## src/include/meb_pkg.sv

```systemverilog
// Package for the external bus unit of an 8-bit single-chip controller.
// Assumes a single core clock; all counts are in core clock cycles.
package meb_pkg;

    // Machine cycle made of a fixed number of core clocks
    localparam logic [3:0] CYCLE_LAST   = 4'he;  // 15 clocks, 0..14
    localparam logic [3:0] ADDR_ON      = 4'h0;  // address or command driven
    localparam logic [3:0] ALE_ON       = 4'h1;  // latch strobe rises
    localparam logic [3:0] ALE_OFF      = 4'h4;  // latch strobe falls
    localparam logic [3:0] ADDR_OFF     = 4'h5;  // address released
    localparam logic [3:0] STB_ON       = 4'h6;  // read/write/fetch strobe on
    localparam logic [3:0] STB_OFF      = 4'hc;  // strobe off, data sampled
    localparam logic [3:0] DATA_OFF     = 4'hd;  // store data released

    // Internal program store size: fetches at or above go external
    localparam logic [11:0] INT_ROM_TOP = 12'h400;

    // Reset values
    localparam logic [7:0] PORT_RESET   = 8'hff;
    localparam logic [7:0] BUS_RESET    = 8'h00;

    // Divider for the clock brought out on test pin zero
    localparam logic [2:0] T0_DIV_LAST  = 3'h2;

    // Kind of machine cycle requested by the core
    typedef enum logic [2:0] {
        CK_IDLE   = 3'b000,
        CK_FETCH  = 3'b001,
        CK_LOAD   = 3'b010,
        CK_STORE  = 3'b011,
        CK_BUSIN  = 3'b100,
        CK_BUSOUT = 3'b101,
        CK_EXPRD  = 3'b110,
        CK_EXPWR  = 3'b111
    } meb_kind_e;

    // Single-step sequencer
    typedef enum logic [1:0] {
        SS_RUN  = 2'b00,
        SS_HALT = 2'b01,
        SS_WAIT = 2'b10
    } meb_step_e;

endpackage

```

## src/rtl/meb_sync.sv

```systemverilog
// Two-stage synchroniser for levels arriving from the pins.
// Assumes the inputs are quasi-static compared with the core clock.
`timescale 1ns/10ps
module meb_sync #(
    parameter int WIDTH = 1
) (
    input  wire logic             core_clk,
    input  wire logic             rst_n,
    input  wire logic [WIDTH-1:0] asyncIn,
    output logic      [WIDTH-1:0] syncOut
);

    logic [WIDTH-1:0] meta_ff;

    // First stage feeds only the second stage
    always_ff @(posedge core_clk or negedge rst_n) begin
        if (!rst_n) begin
            meta_ff <= '0;
            syncOut <= '0;
        end else begin
            meta_ff <= asyncIn;
            syncOut <= meta_ff;
        end
    end

endmodule

```

## src/rtl/meb_quasi_port.sv

```systemverilog
// Eight-bit quasi-bidirectional port with a per-bit active override.
// Assumes an external pull-up on each pin that is not driven.
`timescale 1ns/10ps
module meb_quasi_port
    import meb_pkg::*;
(
    input  wire logic       core_clk,
    input  wire logic       rst_n,
    input  wire logic       wrEn,
    input  wire logic [7:0] wrData,
    input  wire logic [7:0] ovrEn,
    input  wire logic [7:0] ovrVal,
    input  wire logic [7:0] pinIn,
    output logic      [7:0] latchOut,
    output logic      [7:0] pinOut,
    output logic      [7:0] pinOe,
    output logic      [7:0] pinLevel
);

    // Latch leaves reset at all ones so every pin can be read at once
    always_ff @(posedge core_clk or negedge rst_n) begin
        if (!rst_n) begin
            latchOut <= PORT_RESET;
        end else if (wrEn) begin
            latchOut <= wrData;
        end
    end

    // A one in the latch only lets the pull-up through, so the pin reads outside
    genvar b;
    generate
        for (b = 0; b < 8; b++) begin : g_bit
            wire nxtOe  = ovrEn[b] | ~latchOut[b];
            wire nxtOut = ovrEn[b] & ovrVal[b];
            always_ff @(posedge core_clk or negedge rst_n) begin
                if (!rst_n) begin
                    pinOe[b]  <= 1'b0;
                    pinOut[b] <= 1'b0;
                end else begin
                    pinOe[b]  <= nxtOe;
                    pinOut[b] <= nxtOut;
                end
            end
        end
    endgenerate

    // Pin levels are resynchronised before anyone reads them
    meb_sync #(.WIDTH(8)) u_pinSync (
        .core_clk (core_clk),
        .rst_n    (rst_n),
        .asyncIn  (pinIn),
        .syncOut  (pinLevel)
    );

endmodule

```

## src/rtl/meb_bus_unit.sv

```systemverilog
// External bus unit: multiplexed data bus, strobes, ports, test and event pins.
// Assumes a core on the same clock that offers one request per machine cycle.
`timescale 1ns/10ps
module meb_bus_unit
    import meb_pkg::*;
(
    input  wire logic        core_clk,
    input  wire logic        rst_n,
    // Core side
    input  wire logic [2:0]  cycKind,
    input  wire logic        instrLast,
    input  wire logic [11:0] cycAddr,
    input  wire logic [7:0]  cycData,
    input  wire logic        port1Wr,
    input  wire logic        port2Wr,
    input  wire logic [7:0]  portWrData,
    input  wire logic        clockOutputEnableInstr,
    input  wire logic        eventCountStartInstr,
    output logic             cycTaken,
    output logic             cycDone,
    output logic [7:0]       rdData,
    output logic             fetchExternal,
    output logic             intRequest,
    output logic             testZeroLevel,
    output logic             testOneLevel,
    output logic             eventPulse,
    output logic             stepHalted,
    output logic [7:0]       port1Level,
    output logic [7:0]       port2Level,
    // Pin side
    input  wire logic        externalAccessInput,
    input  wire logic        singleStepInput,
    input  wire logic        intPinN,
    input  wire logic        testPinZeroIn,
    input  wire logic        testPinOneIn,
    input  wire logic [7:0]  dataBusIn,
    input  wire logic [7:0]  portOnePinsIn,
    input  wire logic [7:0]  portTwoPinsIn,
    output logic [7:0]       dataBusOut,
    output logic [7:0]       dataBusOe,
    output logic             testPinZeroOut,
    output logic             testPinZeroOe,
    output logic             addrLatchStrobe,
    output logic             progStoreStrobeN,
    output logic             readStrobeN,
    output logic             writeStrobeN,
    output logic             expanderStrobeN,
    output logic [7:0]       portOnePinsOut,
    output logic [7:0]       portOnePinsOe,
    output logic [7:0]       portTwoPinsOut,
    output logic [7:0]       portTwoPinsOe
);

    // ---------------------------------------------------------------
    // Pin synchronisers; nothing reads a pin before two flip-flops
    // ---------------------------------------------------------------
    logic [7:0] busSync;
    logic [4:0] ctlSync;

    meb_sync #(.WIDTH(8)) u_busSync (
        .core_clk (core_clk),
        .rst_n    (rst_n),
        .asyncIn  (dataBusIn),
        .syncOut  (busSync)
    );

    meb_sync #(.WIDTH(5)) u_ctlSync (
        .core_clk (core_clk),
        .rst_n    (rst_n),
        .asyncIn  ({externalAccessInput, singleStepInput, ~intPinN,
                    testPinZeroIn, testPinOneIn}),
        .syncOut  (ctlSync)
    );

    wire eaLevel   = ctlSync[4];
    wire stepLevel = ctlSync[3];
    wire intLevel  = ctlSync[2];
    wire t0Level   = ctlSync[1];
    wire t1Level   = ctlSync[0];

    // ---------------------------------------------------------------
    // Machine cycle timing and single-step sequencer
    // ---------------------------------------------------------------
    logic [3:0] phase_ff;
    meb_step_e  step_ff;
    meb_kind_e  kind_ff;
    logic       last_ff;
    logic [11:0] addr_ff;
    logic [7:0] wdat_ff;
    logic       ext_ff;

    // Cycle counter freezes in phase zero only while halted
    wire       cycEnd   = (phase_ff == CYCLE_LAST);
    wire       halted   = (step_ff != SS_RUN);
    wire       cycBegin = (phase_ff == ADDR_ON) && !halted;
    wire [3:0] nxt_phase = halted ? ADDR_ON :
                           (cycEnd ? ADDR_ON : phase_ff + 4'h1);

    // Halt after the last cycle of an instruction; advance on release
    meb_step_e nxt_step;
    always_comb begin
        nxt_step = step_ff;
        case (step_ff)
            SS_RUN:  if (cycEnd && last_ff && stepLevel) nxt_step = SS_HALT;
            SS_HALT: if (!stepLevel) nxt_step = SS_WAIT;
            SS_WAIT: nxt_step = SS_RUN;
            default: nxt_step = SS_RUN;
        endcase
    end

    always_ff @(posedge core_clk or negedge rst_n) begin
        if (!rst_n) begin
            phase_ff <= ADDR_ON;
            step_ff  <= SS_RUN;
        end else begin
            phase_ff <= nxt_phase;
            step_ff  <= nxt_step;
        end
    end

    // Request is sampled at the start of every running cycle
    wire isFetch = (meb_kind_e'(cycKind) == CK_FETCH);
    wire nxt_ext = eaLevel || (cycAddr >= INT_ROM_TOP);

    always_ff @(posedge core_clk or negedge rst_n) begin
        if (!rst_n) begin
            kind_ff <= CK_IDLE;
            last_ff <= 1'b0;
            addr_ff <= 12'h000;
            wdat_ff <= BUS_RESET;
            ext_ff  <= 1'b0;
        end else if (cycBegin) begin
            kind_ff <= meb_kind_e'(cycKind);
            last_ff <= instrLast;
            addr_ff <= cycAddr;
            wdat_ff <= cycData;
            ext_ff  <= isFetch && nxt_ext;
        end
    end

    // ---------------------------------------------------------------
    // Decode of the current cycle
    // ---------------------------------------------------------------
    wire extFetch  = (kind_ff == CK_FETCH) && ext_ff;
    wire isRead    = (kind_ff == CK_LOAD) || (kind_ff == CK_BUSIN);
    wire isWrite   = (kind_ff == CK_STORE) || (kind_ff == CK_BUSOUT);
    wire isExp     = (kind_ff == CK_EXPRD) || (kind_ff == CK_EXPWR);
    wire hasAddr   = extFetch || (kind_ff == CK_LOAD) || (kind_ff == CK_STORE);
    wire inAddr    = (phase_ff < ADDR_OFF) && !halted;
    wire inStrobe  = (phase_ff >= STB_ON) && (phase_ff < STB_OFF);
    wire inWData   = (phase_ff >= ADDR_OFF) && (phase_ff < DATA_OFF);
    wire sampleNow = (phase_ff == STB_OFF);

    // Latch pulse runs every cycle and stays high across a single-step halt
    wire nxt_ale = halted ||
                   ((phase_ff >= ALE_ON) && (phase_ff < ALE_OFF));

    // Strobes, active low as on the pins
    wire nxt_psenN = !(extFetch && inStrobe);
    wire nxt_rdN   = !(isRead && inStrobe);
    wire nxt_wrN   = !(isWrite && inStrobe);
    wire nxt_progN = !(isExp && inStrobe);

    // ---------------------------------------------------------------
    // Data bus driver and output latch
    // ---------------------------------------------------------------
    logic [7:0] busLatch_ff;
    logic       busHold_ff;

    // Bus-output value is kept in a latch and held on the bus until the next
    // non-idle cycle begins; store data only stands around its write strobe
    always_ff @(posedge core_clk or negedge rst_n) begin
        if (!rst_n) begin
            busLatch_ff <= BUS_RESET;
            busHold_ff  <= 1'b0;
        end else if (cycBegin) begin
            if (meb_kind_e'(cycKind) == CK_BUSOUT) begin
                busLatch_ff <= cycData;
                busHold_ff  <= 1'b1;
            end else if (meb_kind_e'(cycKind) != CK_IDLE) begin
                busHold_ff  <= 1'b0;
            end
        end
    end

    wire addrDrive  = hasAddr && inAddr;
    wire storeDrive = (kind_ff == CK_STORE) && inWData;
    wire holdDrive  = busHold_ff && !hasAddr && !isRead;
    wire nxt_busOe  = addrDrive || storeDrive || holdDrive;
    wire [7:0] nxt_busOut = addrDrive  ? addr_ff[7:0] :
                            storeDrive ? wdat_ff : busLatch_ff;

    always_ff @(posedge core_clk or negedge rst_n) begin
        if (!rst_n) begin
            dataBusOut       <= BUS_RESET;
            dataBusOe        <= 8'h00;
            addrLatchStrobe  <= 1'b0;
            progStoreStrobeN <= 1'b1;
            readStrobeN      <= 1'b1;
            writeStrobeN     <= 1'b1;
            expanderStrobeN  <= 1'b1;
        end else begin
            dataBusOut       <= nxt_busOut;
            dataBusOe        <= {8{nxt_busOe}};
            addrLatchStrobe  <= nxt_ale;
            progStoreStrobeN <= nxt_psenN;
            readStrobeN      <= nxt_rdN;
            writeStrobeN     <= nxt_wrN;
            expanderStrobeN  <= nxt_progN;
        end
    end

    // ---------------------------------------------------------------
    // Answers to the core
    // ---------------------------------------------------------------
    logic [7:0] port2Lvl;

    // Sampled at the end of the strobe; the synchroniser delay is covered
    // by the strobe being six clocks wide
    wire [7:0] nxt_rd = (kind_ff == CK_EXPRD) ? {4'h0, port2Lvl[3:0]} :
                                                busSync;

    always_ff @(posedge core_clk or negedge rst_n) begin
        if (!rst_n) begin
            cycTaken      <= 1'b0;
            cycDone       <= 1'b0;
            rdData        <= BUS_RESET;
            fetchExternal <= 1'b0;
            stepHalted    <= 1'b0;
        end else begin
            cycTaken      <= cycBegin;
            cycDone       <= cycEnd;
            stepHalted    <= halted;
            if (sampleNow && (extFetch || isRead || kind_ff == CK_EXPRD)) begin
                rdData <= nxt_rd;
            end
            if (cycBegin) begin
                fetchExternal <= isFetch && nxt_ext;
            end
        end
    end

    // ---------------------------------------------------------------
    // Ports; port two low nibble is borrowed for address and expander
    // ---------------------------------------------------------------
    wire [3:0] expNib = (inAddr || kind_ff == CK_EXPWR) ?
                        (inAddr ? addr_ff[3:0] : wdat_ff[3:0]) : 4'h0;
    wire expDrive = isExp && (inAddr || (kind_ff == CK_EXPWR && inWData));
    wire pcDrive  = extFetch && inAddr;
    wire [7:0] p2OvrEn  = {4'h0, {4{pcDrive || expDrive}}};
    wire [7:0] p2OvrVal = {4'h0, pcDrive ? addr_ff[11:8] : expNib};

    meb_quasi_port u_port1 (
        .core_clk (core_clk),
        .rst_n    (rst_n),
        .wrEn     (port1Wr),
        .wrData   (portWrData),
        .ovrEn    (8'h00),
        .ovrVal   (8'h00),
        .pinIn    (portOnePinsIn),
        .latchOut (),
        .pinOut   (portOnePinsOut),
        .pinOe    (portOnePinsOe),
        .pinLevel (port1Level)
    );

    meb_quasi_port u_port2 (
        .core_clk (core_clk),
        .rst_n    (rst_n),
        .wrEn     (port2Wr),
        .wrData   (portWrData),
        .ovrEn    (p2OvrEn),
        .ovrVal   (p2OvrVal),
        .pinIn    (portTwoPinsIn),
        .latchOut (),
        .pinOut   (portTwoPinsOut),
        .pinOe    (portTwoPinsOe),
        .pinLevel (port2Lvl)
    );

    assign port2Level = port2Lvl;

    // ---------------------------------------------------------------
    // Test pins and interrupt
    // ---------------------------------------------------------------
    logic       t0Mode_ff;
    logic       cntMode_ff;
    logic [2:0] t0Div_ff;
    logic       t0Clk_ff;
    logic       t1Prev_ff;

    // Clock output stays on until reset; the core has no instruction to stop it
    wire       t0Wrap   = (t0Div_ff == T0_DIV_LAST);
    wire [2:0] nxt_div  = t0Wrap ? 3'h0 : t0Div_ff + 3'h1;
    wire       t1Rise   = t1Level && !t1Prev_ff;

    always_ff @(posedge core_clk or negedge rst_n) begin
        if (!rst_n) begin
            t0Mode_ff  <= 1'b0;
            cntMode_ff <= 1'b0;
            t0Div_ff   <= 3'h0;
            t0Clk_ff   <= 1'b0;
            t1Prev_ff  <= 1'b0;
        end else begin
            if (clockOutputEnableInstr) t0Mode_ff <= 1'b1;
            if (eventCountStartInstr) cntMode_ff <= 1'b1;
            t0Div_ff  <= nxt_div;
            if (t0Wrap) t0Clk_ff <= ~t0Clk_ff;
            t1Prev_ff <= t1Level;
        end
    end

    always_ff @(posedge core_clk or negedge rst_n) begin
        if (!rst_n) begin
            testPinZeroOut <= 1'b0;
            testPinZeroOe  <= 1'b0;
            testZeroLevel  <= 1'b0;
            testOneLevel   <= 1'b0;
            eventPulse     <= 1'b0;
            intRequest     <= 1'b0;
        end else begin
            testPinZeroOut <= t0Mode_ff & t0Clk_ff;
            testPinZeroOe  <= t0Mode_ff;
            testZeroLevel  <= t0Level;
            testOneLevel   <= t1Level;
            eventPulse     <= cntMode_ff && t1Rise;
            intRequest     <= intLevel;
        end
    end

endmodule

```

## config.mk

```make
export PLATFORM = sky130hd
export DESIGN_NAME = meb_bus_unit
export DESIGN_NICKNAME = d
export VERILOG_FILES = /design/src/include/meb_pkg.sv /design/src/rtl/meb_sync.sv /design/src/rtl/meb_quasi_port.sv /design/src/rtl/meb_bus_unit.sv
export SDC_FILE = /design/constraint.sdc
export NUM_CORES = 1
export LEC_CHECK = 0
export BUFFER_PORTS_ARGS = -buffer_cell sky130_fd_sc_hd__buf_2
export CAP_MARGIN = 20
export CORE_MARGIN = 3
export CORE_UTILIZATION = 35
export DETAILED_ROUTE_END_ITERATION = 10
export SYNTH_ARGS = -nofsm -noshare
export SYNTH_HDL_FRONTEND = slang
export SYNTH_SLANG_ARGS = --single-unit
```

## constraint.sdc

```tcl
create_clock -name core_clk -period 3.4 [get_ports core_clk]
set_input_delay 0.51 -clock core_clk [delete_from_list [all_inputs] [get_ports core_clk]]
set_output_delay 0.51 -clock core_clk [all_outputs]
set_load 0.05 [all_outputs]
```

# Yosys cells after proc, flatten, opt, wreduce, memory -nomap -nowiden
# Cells that the tools add are included.
[totals] register_bits=171 word_cells=179 out_inout_bits=87 in_bits=67
[classes] n_reduce_logical=53 bitwise_logic=27 magnitude_cmp=8 muxes=14 add_sub_neg=2 eq_ne=15
[op_table] cell="8-bit two-way mux" n=3
[op_table] cell="1-bit logical AND" n=23
[op_table] cell="4-bit two-way mux" n=5
[op_table] cell="1-bit inverter" n=18
[op_table] cell="3-bit == test (second input constant)" n=5
[op_table] cell="1-bit logical OR" n=14
[op_table] cell="12-bit by 11-bit >= comparator with 1-bit output (second input constant)" n=1
[op_table] cell="3-bit by 2-bit == test with 1-bit output (second input constant)" n=3
[op_table] cell="4-bit == test (second input constant)" n=2
[op_table] cell="4-bit by 3-bit >= comparator with 1-bit output (second input constant)" n=2
[op_table] cell="1-bit logical NOT" n=8
[op_table] cell="4-bit by 3-bit < comparator with 1-bit output (second input constant)" n=2
[op_table] cell="4-bit < comparator (second input constant)" n=2
[op_table] cell="3-bit by 1-bit == test with 1-bit output (second input constant)" n=2
[op_table] cell="2-bit AND reduction" n=3
[op_table] cell="1-bit AND" n=5
[op_table] cell="4-bit by 1-bit adder with 4-bit output (second input constant)" n=1
[op_table] cell="4-bit by 1-bit >= comparator with 1-bit output (second input constant)" n=1
[op_table] cell="4-bit logical NOT" n=1
[op_table] cell="2-bit two-way mux" n=2
[op_table] cell="2-bit != test (second input constant)" n=2
[op_table] cell="1-bit OR" n=4
[op_table] cell="2-bit case mux with 2 select lines" n=1
[op_table] cell="2-bit nonzero test" n=2
[op_table] cell="6 further kinds" n=7

# Logic depth before layout (Yosys ltp)
[logic_depth] word_depth=8 mapped_depth=7 ltp_nobuf=5

# By module
# Synthesis repeated with hierarchy kept, for this count alone.
[hier_totals] cells_unflattened=469 area_unflattened_um2=6447.4
[by_module_without_submodules] mod="meb_bus_unit" area_per_inst_um2=3311.9 n_inst=1 seq_area_each_um2=1931.9 cells_each=313
[by_module_without_submodules] mod="meb_quasi_port" area_per_inst_um2=842.1 n_inst=2 seq_area_each_um2=610.6 cells_each=49
[by_module_without_submodules] mod="meb_sync at u_busSync ..." area_per_inst_um2=400.4 n_inst=3 seq_area_each_um2=400.4 cells_each=16
[by_module_without_submodules] mod="meb_sync at u_ctlSync" area_per_inst_um2=250.2 n_inst=1 seq_area_each_um2=250.2 cells_each=10

# Worst setup path after synthesis
# OpenSTA, ideal clock, no wires.
[synth_path] path_type="reg2reg" startpoint="reg, netlist name fetchExternal" endpoint="reg rdData[2]" stages_incl_launch_ff=6 t_required_ns=3.327 setup_slack_ns=1.675 n_path_buf=1 synth_period_minus_slack_ns=1.725 t_arrival_ns=1.652 setup_ns=0.073 cell_sequence="dfrtp_1 > nand4bb_4 > a2111oi_4 > buf_6 > nor2_1 > a21oi_2"
[synth_lines] item="to (signal assigned)" line_no="meb_bus_unit.sv:235" rtl="rdData <= nxt_rd;"
[synth_lines] item="to (decl)" line_no="meb_bus_unit.sv:21" rtl="output logic [7:0] rdData,"

# Worst setup path after layout
[layout_path] startpoint="reg phase_ff[3]" endpoint="reg busLatch_ff[1]"
[layout_between] elab_chain_len=3
[layout_rtl] item="from (decl)" line_no="meb_bus_unit.sv:84" rtl="logic [3:0] phase_ff;"
[layout_rtl] item="from (signal assigned)" line_no="meb_bus_unit.sv:116" rtl="phase_ff <= nxt_phase;"
[layout_rtl] item="4-bit logical NOT" line_no="meb_bus_unit.sv:95" rtl="wire cycBegin = (phase_ff == ADDR_ON) && !halted;"
[layout_rtl] item="1-bit logical AND" line_no="meb_bus_unit.sv:95"
[layout_rtl] item="2-bit AND reduction (no line)"
[layout_rtl] item="to (signal assigned)" line_no="meb_bus_unit.sv:178" rtl="busLatch_ff <= cycData;"
[layout_rtl] item="to (decl)" line_no="meb_bus_unit.sv:167" rtl="logic [7:0] busLatch_ff;"
# No other way between the ends.
# A chain may end at the register's enable or synchronous reset.

==> results.cfg <==
[run_status]
outcome = finished, final reports clean

[setup_path]
path_delay_family = simple AND/OR/NAND/NOR gates
r2r_end = busLatch_ff[1]
critical_path_required_ns = 3.71
crit_type = flip-flop to flip-flop
crit_path_cell_trace = nor3_2 > nand2_1 > inv_2 > nand4b_4 > mux2_2
crit_buf_inv = 1
critPathCaptureType = flip-flop
arrival_ns = 2.41
slowest_stage = dfrtp_1
critPathMaxStageDelay_ns = 0.54
reg2regPathDepth = 5
r2r-start = phase_ff[3]
cp-start-kind = flip-flop
r2r_slack_ns = 1.30
crit_fanout = 32

[cts]
cts.path.max_buffers = 2
cts_buffers = 17
cts_setup_buffers = 0
numClockSinks = 171
root_buffer = clkbuf_16
clk_pin_slew_ns = 0.07
cts_resized = 0
cts.htree.levels = 4
cts_tree = done
cts-hold-fix-buffers = 0
clkLatencyLatePin_ns = 0.43

[synth]
ys.flop_type = dfrtp_1
synth_cell_types = 45
netlist_instances = 466
synth_edf_count = 0
async_reset_ff_share_pct = 100
seq_area_frac_synth_pct = 71.3
ys_seq_elements = 171
yosysWarningCount = 0
syn_area_um2 = 6040
syn_avg_cell_area_um2 = 13.0

[global_routing]
grt_max_degree = 89
first_global_vias = 3860
overflow = 0
track_usage_pct = 13.5
grt_pass1_wl_um = 19300
antenna_found_initial = 3

[detailed_routing]
antenna_left = 0
vias_per_cell = 4.45
dr.pass1.iters = 4
drc = 0
totalWireLength_um = 12300
drt-initial-drc-count = 136
wl_per_cell_um = 14.6
vias = 3741

[timing]
finalCritPeriodShare_pct = 61.6
finClkSkew_ns = 0.0184
finalCriticalPeriod_ns = 2.10
slew_headroom_pct = 37.3
final_max_slew_viol_count = 0
fin_setup_tns_ns = 0
setup_viol = 0
timing.fmax_mhz = 477
worst_pin_slew_ns = 0.932
timing_hold_violations_final = 0
rsz0062_at_grt = no

[job]
maxCapViolations = 0

[power]
power_per_cell_area_nw_per_um2 = 895
worst_ir_drop_vdd_mv = 0.461
p_leak_nw = 3.71

[die]
die_h_um = 137
start_util_pct = 36.0
pin_count = 154
die_area_um2 = 18900
num_rows = 47
die_w_um = 137
core_um2 = 16800

[cells_and_area]
num-nets-final = 673
stdcell_area_um2 = 7440
drive_above_1_share_pct = 36.3
final_common_cell = dfrtp_1
final_cell_mix = dfrtp_1 (151), buf_2 (140), nand2_1 (89)
n_fill_cell = 1575
instances_no_fill = 840
area_growth_syn_to_layout_pct = 23.2

[worst_hold_path]
hold_path.class = primary input to asynchronous set/reset pin

[placement]
routabilityCongestion = 0.804
dpl-instance-area_um2 = 6850
place_inst = 807
dpl.hpwl_um = 8530
port_buffers = 141
==> stage by stage <==
stage                     setup slack [ns]  utilization (%)  power [mW]  hold slack, ns
after floorplan                       1.67                -        4.40           0.214
after global placement                1.35             40.9        4.77           0.332
after detailed placement              1.28             40.9        4.83           0.335
after CTS                             1.27             44.4        6.74           0.160
after global routing                  1.09             44.4        7.03           0.157
final                                 1.30             44.4        6.66           0.150
==> worst max path at each step <==
stage,endpoint,startpoint,cells past startpoint,slack (ns)
global route,busLatch_ff[3],phase_ff[3],5,1.09
finish,busLatch_ff[1],phase_ff[3],5,1.30
floorplan,rdData[2],fetchExternal,5,1.67
CTS,busLatch_ff[1],phase_ff[3],5,1.27
detailed placement,busLatch_ff[3],phase_ff[3],5,1.28
global placement,busLatch_ff[3],phase_ff[3],5,1.35
==> cells by family after synthesis <==
logic type / after synthesis / share of synthesized area, %
AO/OA/AOI/OAI: 57 / 6.01
flip-flops: 171 / 71.3
other: 1 / 0.0621
buffers and inverters: 62 / 5.82
XOR/XNOR: 4 / 0.580
multiplexers: 26 / 4.77
AND/OR/NAND/NOR: 145 / 11.5
==> power breakdown <==
group          internal, mW  leakage [nW]  switching, mW  total, mW
clock                  1.00         0.283          0.883       1.88
sequential             2.49          2.03          0.319       2.81
combinational         0.549          1.40           1.42       1.97
total                  4.04          3.71           2.62       6.66
==> area by class of cell <==
type	instances	area, µm²	area share (%)
clock inverters	14	148	1.98
well taps	220	275	3.70
multi-input cells	244	1420	19.1
diodes	1	2.50	0.0336
repair buffers	146	749	10.1
flip-flops and latches	171	4300	57.9
clock buffers	18	439	5.90
inverters	26	97.6	1.31
==> routing by layer <==
metal | track usage [%] | vias up | part of all wire (%)
li1 | - | 1774 | -
met1 | 16.1 | 1834 | 43
met2 | 22.2 | 113 | 49
met3 | 5.15 | 16 | 6.6
met4 | 5.32 | 4 | 1.6
met5 | 0 | - | 0.13
==> sequential cells by signal, indices dropped and copies added, names as in the netlist, 2 cells and up <==
register	count
u_port1.pinOe	8
u_port1.u_pinSync.meta_ff	8
u_ctlSync.meta_ff	5
u_ctlSync.syncOut	5
u_port2.u_pinSync.syncOut	8
u_port1.latchOut	8
kind_ff	3
wdat_ff	8
u_busSync.meta_ff	8
t0Div_ff	3
u_port2.pinOut	4
addr_ff	12
busLatch_ff	8
u_port1.u_pinSync.syncOut	8
phase_ff	4
u_port2.latchOut	8
step_ff	2
u_port2.u_pinSync.meta_ff	8
dataBusOut	8
rdData	8
u_busSync.syncOut	8
u_port2.pinOe	8
==> cells in the mapped netlist (5+ instances only) <==
cell      count  area (µm²)
a21oi_1      15        75.1
buf_4        21         158
buf_6         5        56.3
clkbuf_1      8        30.0
dfrtp_1     151        3780
dfstp_2      20         526
inv_1        25        93.8
mux2_2       12         135
mux2i_1      13         130
nand2_1      89         334
nand3_1      10        50.1
nor2_1       21        78.8
nor3b_1       5        37.5
o21ai_0      26         130
(Power assumes the default switching activity.)
